### src/rtl/link_ctl_pkg.sv
// Purpose: constants and types for the per-port link control register block
// Assumes: one 20 MHz core clock, asynchronous active-low port reset
// Notes: register reached over Avalon-MM, one aligned 32-bit word per register
package link_ctl_pkg;

    // ***************************************
    // register map
    // ***************************************
    localparam logic [11:0] LINK_CONTROL_OFFSET = 12'h050;
    localparam logic [11:0] SWITCH_CONTROL_OFFSET = 12'h400;
    localparam logic [15:0] LINK_CONTROL_RESET = 16'h0000;
    localparam logic [31:0] UNMAPPED_READ_VALUE = 32'h00000000;

    // ***************************************
    // field positions
    // ***************************************
    localparam int ASPM_LSB = 0;
    localparam int ASPM_MSB = 1;
    localparam int COMPLETION_BOUNDARY_POS = 3;
    localparam int LINK_DISABLE_POS = 4;
    localparam int LINK_RETRAIN_POS = 5;
    localparam int COMMON_CLOCK_POS = 6;
    localparam int EXTENDED_SYNC_POS = 7;
    localparam int CLOCK_PWR_MGMT_POS = 8;
    localparam int REGISTER_UNLOCK_POS = 0;

    // ***************************************
    // power entry encodings and reset values
    // ***************************************
    localparam logic [1:0] ASPM_DISABLED = 2'h0;
    localparam logic [1:0] ASPM_L0S = 2'h1;
    localparam logic [1:0] ASPM_L1 = 2'h2;
    localparam logic [1:0] ASPM_L0S_L1 = 2'h3;
    localparam logic ASPM_BIT_L0S = 1'b0;
    localparam logic COMMON_CLOCK_RESET = 1'b0;
    localparam logic UNLOCK_RESET = 1'b0;

    // stored writable fields of the link control word
    typedef struct packed {
        logic [1:0] aspm;
        logic link_disable_bit;
        logic common_clock_bit;
        logic extended_sync_bit;
    } link_ctl_fields_t;

    // controls presented to the training logic
    typedef struct packed {
        logic l0s_entry_en;
        logic l1_entry_en;
        logic link_disable;
        logic retrain;
        logic common_clock;
        logic extended_sync;
    } link_train_ctl_t;

endpackage : link_ctl_pkg

### src/rtl/link_ctl_pack.sv
// Purpose: pack stored link control fields into the 16-bit read value
// Assumes: fields already held in flip-flops
// Notes: fixed-zero bits are tied here so reads never show stale data
`timescale 1ns/1ps
module link_ctl_pack
    import link_ctl_pkg::*;
(
    input wire link_ctl_fields_t i_fields,
    output logic [15:0] o_word
);

    // ***************************************
    // read word assembly
    // ***************************************
    // every bit not stored is constant zero
    always_comb begin
        o_word = 16'h0000;
        o_word[ASPM_MSB:ASPM_LSB] = i_fields.aspm;
        o_word[COMPLETION_BOUNDARY_POS] = 1'b0;
        o_word[LINK_DISABLE_POS] = i_fields.link_disable_bit;
        o_word[LINK_RETRAIN_POS] = 1'b0;
        o_word[COMMON_CLOCK_POS] = i_fields.common_clock_bit;
        o_word[EXTENDED_SYNC_POS] = i_fields.extended_sync_bit;
        o_word[CLOCK_PWR_MGMT_POS] = 1'b0;
    end

endmodule : link_ctl_pack

### src/rtl/link_ctl_reg.sv
// Purpose: per-port link control register with Avalon-MM slave access
// Assumes: i_is_upstream is static; EEPROM load is a one-cycle strobe
// Notes: one wait state on every access; training outputs are registered
`timescale 1ns/1ps
module link_ctl_reg
    import link_ctl_pkg::*;
(
    input wire logic i_clk,
    input wire logic i_resetn,
    // avalon-mm slave
    input wire logic [11:0] i_avs_address,
    input wire logic i_avs_read,
    input wire logic i_avs_write,
    input wire logic [31:0] i_avs_writedata,
    input wire logic [3:0] i_avs_byteenable,
    output logic [31:0] o_avs_readdata,
    output logic o_avs_waitrequest,
    // port configuration and serial EEPROM load
    input wire logic i_is_upstream,
    input wire logic i_eeprom_load,
    input wire logic [1:0] i_eeprom_aspm,
    // controls to the training state machine
    output logic o_l0s_entry_en,
    output logic o_l1_entry_en,
    output logic o_link_disable,
    output logic o_retrain,
    output logic o_common_clock,
    output logic o_extended_sync
);

    // ***************************************
    // state
    // ***************************************
    link_ctl_fields_t fields_r;
    link_ctl_fields_t fields_nxt;
    logic unlock_r;
    logic unlock_nxt;
    logic ack_r;
    logic wait_r;
    logic [31:0] rdata_r;
    logic [31:0] rdata_nxt;
    link_train_ctl_t train_r;
    link_train_ctl_t train_nxt;
    logic [15:0] read_word;

    // ***************************************
    // address decode
    // ***************************************
    // the access completes on the cycle ack_r is high; waitrequest drops then
    wire req = i_avs_read | i_avs_write;
    wire take = req & ack_r;
    wire ack_nxt = req & ~ack_r;
    wire hit_lctl = (i_avs_address == LINK_CONTROL_OFFSET);
    wire hit_switch_control_register = (i_avs_address == SWITCH_CONTROL_OFFSET);
    wire wr_lctl = take & i_avs_write & hit_lctl;
    wire wr_switch_control_register = take & i_avs_write & hit_switch_control_register;
    wire wr_lo = wr_lctl & i_avs_byteenable[0];
    wire wr_hi = wr_lctl & i_avs_byteenable[1];
    wire retrain_write = wr_lo & i_avs_writedata[LINK_RETRAIN_POS];
    // upstream retrain only passes while unlocked
    wire retrain_allowed = ~i_is_upstream | unlock_r;

    // ***************************************
    // field update
    // ***************************************
    // bits 2, 3, 5 and 8..15 have no storage; writes to them vanish except bit 5, which raises the retrain pulse
    always_comb begin
        fields_nxt = fields_r;
        unlock_nxt = unlock_r;
        if (i_eeprom_load) begin
            fields_nxt.aspm = i_eeprom_aspm;
        end
        if (wr_lo) begin
            fields_nxt.aspm = i_avs_writedata[ASPM_MSB:ASPM_LSB];
            fields_nxt.link_disable_bit = i_avs_writedata[LINK_DISABLE_POS];
            fields_nxt.common_clock_bit = i_avs_writedata[COMMON_CLOCK_POS];
            fields_nxt.extended_sync_bit = i_avs_writedata[EXTENDED_SYNC_POS];
        end
        if (wr_switch_control_register && i_avs_byteenable[0]) begin
            unlock_nxt = i_avs_writedata[REGISTER_UNLOCK_POS];
        end
    end

    // high byte holds only fixed zeros, so wr_hi has nothing to store
    wire unused_hi = wr_hi;

    // ***************************************
    // training controls
    // ***************************************
    // built from the next field values so a retrain write with new settings
    // presents both together in the same cycle
    always_comb begin
        train_nxt.l0s_entry_en = fields_nxt.aspm[ASPM_BIT_L0S];
        train_nxt.l1_entry_en = fields_nxt.aspm[ASPM_MSB];
        // upstream forces link_disable low; the stored bit still reads back
        train_nxt.link_disable = fields_nxt.link_disable_bit & ~i_is_upstream;
        train_nxt.retrain = retrain_write & retrain_allowed;
        train_nxt.common_clock = fields_nxt.common_clock_bit;
        train_nxt.extended_sync = fields_nxt.extended_sync_bit;
    end

    // ***************************************
    // read data
    // ***************************************
    link_ctl_pack u_pack (
        .i_fields(fields_r),
        .o_word(read_word)
    );

    // unmapped addresses answer zero rather than stalling the bus
    always_comb begin
        rdata_nxt = UNMAPPED_READ_VALUE;
        if (hit_lctl) begin
            rdata_nxt = {16'h0000, read_word};
        end else if (hit_switch_control_register) begin
            rdata_nxt = {31'h00000000, unlock_r};
        end
    end

    // ***************************************
    // registers
    // ***************************************
    // handshake: ack toggles on for one cycle per pending request
    // waitrequest has its own flop so the pin never sees a gate delay
    always_ff @(posedge i_clk or negedge i_resetn) begin
        if (!i_resetn) begin
            ack_r <= 1'b0;
            wait_r <= 1'b1;
        end else begin
            ack_r <= ack_nxt;
            wait_r <= ~ack_nxt;
        end
    end

    // read data captured a cycle ahead of the completing edge
    always_ff @(posedge i_clk or negedge i_resetn) begin
        if (!i_resetn) begin
            rdata_r <= UNMAPPED_READ_VALUE;
        end else if (req && !ack_r) begin
            rdata_r <= rdata_nxt;
        end
    end

    always_ff @(posedge i_clk or negedge i_resetn) begin
        if (!i_resetn) begin
            fields_r <= link_ctl_fields_t'(LINK_CONTROL_RESET[4:0]);
            unlock_r <= UNLOCK_RESET;
            train_r <= '0;
        end else begin
            fields_r <= fields_nxt;
            unlock_r <= unlock_nxt;
            train_r <= train_nxt;
        end
    end

    // ***************************************
    // outputs
    // ***************************************
    assign o_avs_waitrequest = wait_r;
    assign o_avs_readdata = rdata_r;
    assign o_l0s_entry_en = train_r.l0s_entry_en;
    assign o_l1_entry_en = train_r.l1_entry_en;
    assign o_link_disable = train_r.link_disable;
    assign o_retrain = train_r.retrain;
    assign o_common_clock = train_r.common_clock;
    assign o_extended_sync = train_r.extended_sync;

endmodule : link_ctl_reg

### config.mk
export PLATFORM = sky130hd
export DESIGN_NAME = link_ctl_reg
export DESIGN_NICKNAME = d
export VERILOG_FILES = /design/src/rtl/link_ctl_pkg.sv /design/src/rtl/link_ctl_pack.sv /design/src/rtl/link_ctl_reg.sv
export SDC_FILE = /design/constraint.sdc
export NUM_CORES = 1
export LEC_CHECK = 0
export BUFFER_PORTS_ARGS = -buffer_cell sky130_fd_sc_hd__buf_2
export CAP_MARGIN = 20
export CORE_MARGIN = 2
export CORE_UTILIZATION = 35
export DETAILED_ROUTE_END_ITERATION = 10
export GPL_TIMING_DRIVEN = 0
export PLACE_DENSITY = 0.76
export SLEW_MARGIN = 5
export SYNTH_ARGS = -nofsm -noshare
export SYNTH_HDL_FRONTEND = slang
export SYNTH_HIERARCHICAL = 1
export SYNTH_SLANG_ARGS = --single-unit
export TNS_END_PERCENT = 20
### constraint.sdc
create_clock -name i_clk -period 1.4 [get_ports i_clk]
set_input_delay 0.28 -clock i_clk [delete_from_list [all_inputs] [get_ports i_clk]]
set_output_delay 0.28 -clock i_clk [all_outputs]
set_load 0.01 [all_outputs]
==> impl_metrics.yaml <==
power:
  ir_worst_vdd_v: 0.0005991
  switching_share: 0.2174
  cellInternalPower_uw: 1254
  combPwrFrac: 0.132
  power_switching_uw: 348.4
  p_leak_uw: 0.001064
  clkPwrFrac: 0.387
  power_density_nw_per_um2: 890.6
  pwr-share-seq: 0.482
  power_uw: 1602
clock_network:
  cts_tree: "done"
  htree_levels: 1
  cts.sinks: 26
  cts-root-buf: "clkbuf_8"
  cts.path.max_buffers: 2
  numCtsBuffers: 3
  post_cts_buffers: 0
  post_cts_resized: 0
  path_clk_slew_ns: 0.09
  worst_skew_pair.late_latency_ns: 0.27
  cts_hold_buf: 0
sta:
  fmax_mhz: 736.6
  period_needed_ns: 1.358
  holdWs_ns: -0.006251
  finalHoldViolCount: 17
  relSlewSlack: 0.6209
  setup_slack_ns: 0.04239
  worst-slew-pin-transition_ns: 0.5686
  rsz0062_at_grt: "no"
  fin_skew_ns: 0.004173
  finalCritPeriodShare: 0.9697
  finalSetupViolCount: 0
  setup_tns_ns: 0
  final_max_slew_viol_count: 0
layout:
  regArea_um2: 651.9
  layout_commonest_cell: "buf_2"
  multi_input_area_um2: 488.0
  syn2layout_area_growth_pct: 35.41
  final_cells: 233
  drive_gt1_frac: 0.5243
  antenna_cells: 0
  layout.nets: 242
  final_util: 0.4915
  fill_cells: 355
  layout_common_cells: "49 x buf_2, 32 x buf_4, 27 x conb_1"
global_route:
  grt_util_met3: 0.03596
  busiest_layer: "met2"
  grt_pass1_vias: 898
  antenna_found_initial: 0
  grt_pass1_wl_mm: 3.843
  use_met2: 0.1952
  grt_max_degree: 27
  grt_remaining_overflow: 0
  grt_use_met1: 0.1383
  grt_usage: 0.1163
detailed_routing:
  ant_nets: 0
  vias: 942
  wl_per_cell_um: 9.571
  drt_first_pass_iters: 4
  vias_per_cell: 4.043
  drc: 0
  drtIter0Drc: 22
  wl_mm: 2.230
floorplanning:
  ioPinCount: 95
  start_util: 0.3630
  die_h_um: 65.62
  die_area_um2: 4305
  core_um2: 3661
  die_w_um: 65.62
  rows: 22
worst_hold_path:
  hp-class: "in -> async"
outcome:
  violations: "negative hold slack"
  status: "finished with violations"
worst_setup_path:
  max_stage_delay_ns: 0.35
  cpMaxStageDelayCell: "dfrtp_1"
  startpoint_type: "register"
  worst_ep_arrival_time_ns: 1.53
  crit_path_max_fanout: 8
  critPathRequiredTime_ns: 1.57
  crit_type: "reg -> reg"
  end_kind: "register"
  path_cells: "and3_1, nand4_4, mux2_4, and2_4"
logic_synthesis:
  ys_warn_count: 6
  syn_avg_cell_area_um2: 12.42
  synth.distinct_cells: 29
  synth_seq_area_share: 0.4906
  syn_inst: 107
  netlist_area_um2: 1329
  ys_ff_latch: 26
flow_run:
  cap_violations: 0
place:
  numPlacedInstances: 229
  pre_cts_slack_ns: -0.1994
  io_buffers: 49
  gp_congestion: 0.6475
  dp_hpwl_mm: 1.794
-- cells by family after synthesis --
| group | count (synthesis) | share of synthesized area |
|---|---|---|
| AOI/OAI and AO/OA | 21 | 0.1356 |
| DFF | 26 | 0.4906 |
| and+or+nand+nor | 15 | 0.1036 |
| buffers and inverters | 37 | 0.2128 |
| muxes | 6 | 0.05178 |
| other | 2 | 0.005652 |
-- layout make-up --
| cell class | instances | share of cell area |
|---|---|---|
| buffer | 35 | 0.1530 |
| clock buffer | 3 | 0.02295 |
| clock inverter | 1 | 0.01669 |
| inverter | 2 | 0.004172 |
| multi-input combinational | 69 | 0.2712 |
| sequential | 26 | 0.3623 |
| tap | 48 | 0.03338 |
| timing repair buffer | 49 | 0.1363 |
-- worst max-delay path, delay by kind of cell, from the launching register on --
kind / cells / cell delay (ns)
simple gates: 3 / 0.57
flops: 1 / 0.35
mux: 1 / 0.35
-- power groups by stage --
| stage | clock network (uW) | logic [uW] | registers (uW) |
|---|---|---|---|
| finish | 620 | 211 | 772 |
| global route | 670 | 234 | 774 |
| CTS | 634 | 212 | 772 |
| detailed placement | 0 | 212 | 787 |
| global placement | 0 | 210 | 787 |
| floorplan | 0 | 127 | 791 |
-- synth_stat cells (all sizes together) --
library cell,number,area (um2)
a21o,1,7.510
a21oi,2,10.01
a22o,15,131.4
and2,1,8.760
and3,1,6.260
and3b,1,8.760
and4bb,1,12.51
buf,34,271.5
clkbuf,1,3.750
conb,2,7.510
dfrtp,25,625.6
dfstp,1,26.28
inv,2,7.500
mux2,4,48.79
mux2i,2,20.02
nand2,3,11.26
nand4,2,27.53
nor2,3,11.26
nor4,2,42.54
nor4b,1,8.760
o21ai,1,5.000
o21bai,1,18.77
o31ai,1,7.510
-- layer usage --
metal	vias up	wire, um
met1	425	936
met3	2	238
met2	44	1040
li1	471	-
met5	-	0
met4	0	14
-- final timing paths --
kind / from / end / slack [ns] / cells after the start
setup / recovery: ack_r / o_link_disable / 0.04 / 4
hold / removal: i_resetn / o_link_disable / -0.006 / 1
hold reg to reg: o_avs_readdata[9] / o_avs_readdata[9] / 0.51 / 1
min in group i_clk: i_avs_writedata[5] / o_retrain / 0.23 / 3
max in group asynchronous: i_resetn / o_avs_readdata[0] / 1.03 / 1
setup reg to reg: ack_r / o_link_disable / 0.04 / 4
-- per-stage QoR --
| stage | hold WS (ns) | area [um2] |
|---|---|---|
| 5_1_grt | 0.02117 | 1799 |
| 4_1_cts | 0.009161 | 1799 |
| 6_report | -0.006251 | 1799 |
| 3_3_place_gp | 0.3079 | 1728 |
| 2_1_floorplan | -0.01559 | 1423 |
| 3_5_place_dp | 0.3094 | 1728 |
-- state kept, by name, summed over array words and instances, names as in the netlist --
register and cells:
o_extended_sync 1, o_retrain 1, o_common_clock 1, o_avs_waitrequest 1, unlock_r 1, o_link_disable 1
o_avs_readdata 16, fields_r 3, ack_r 1
Note: power is estimated with default switching activity, not from simulation.
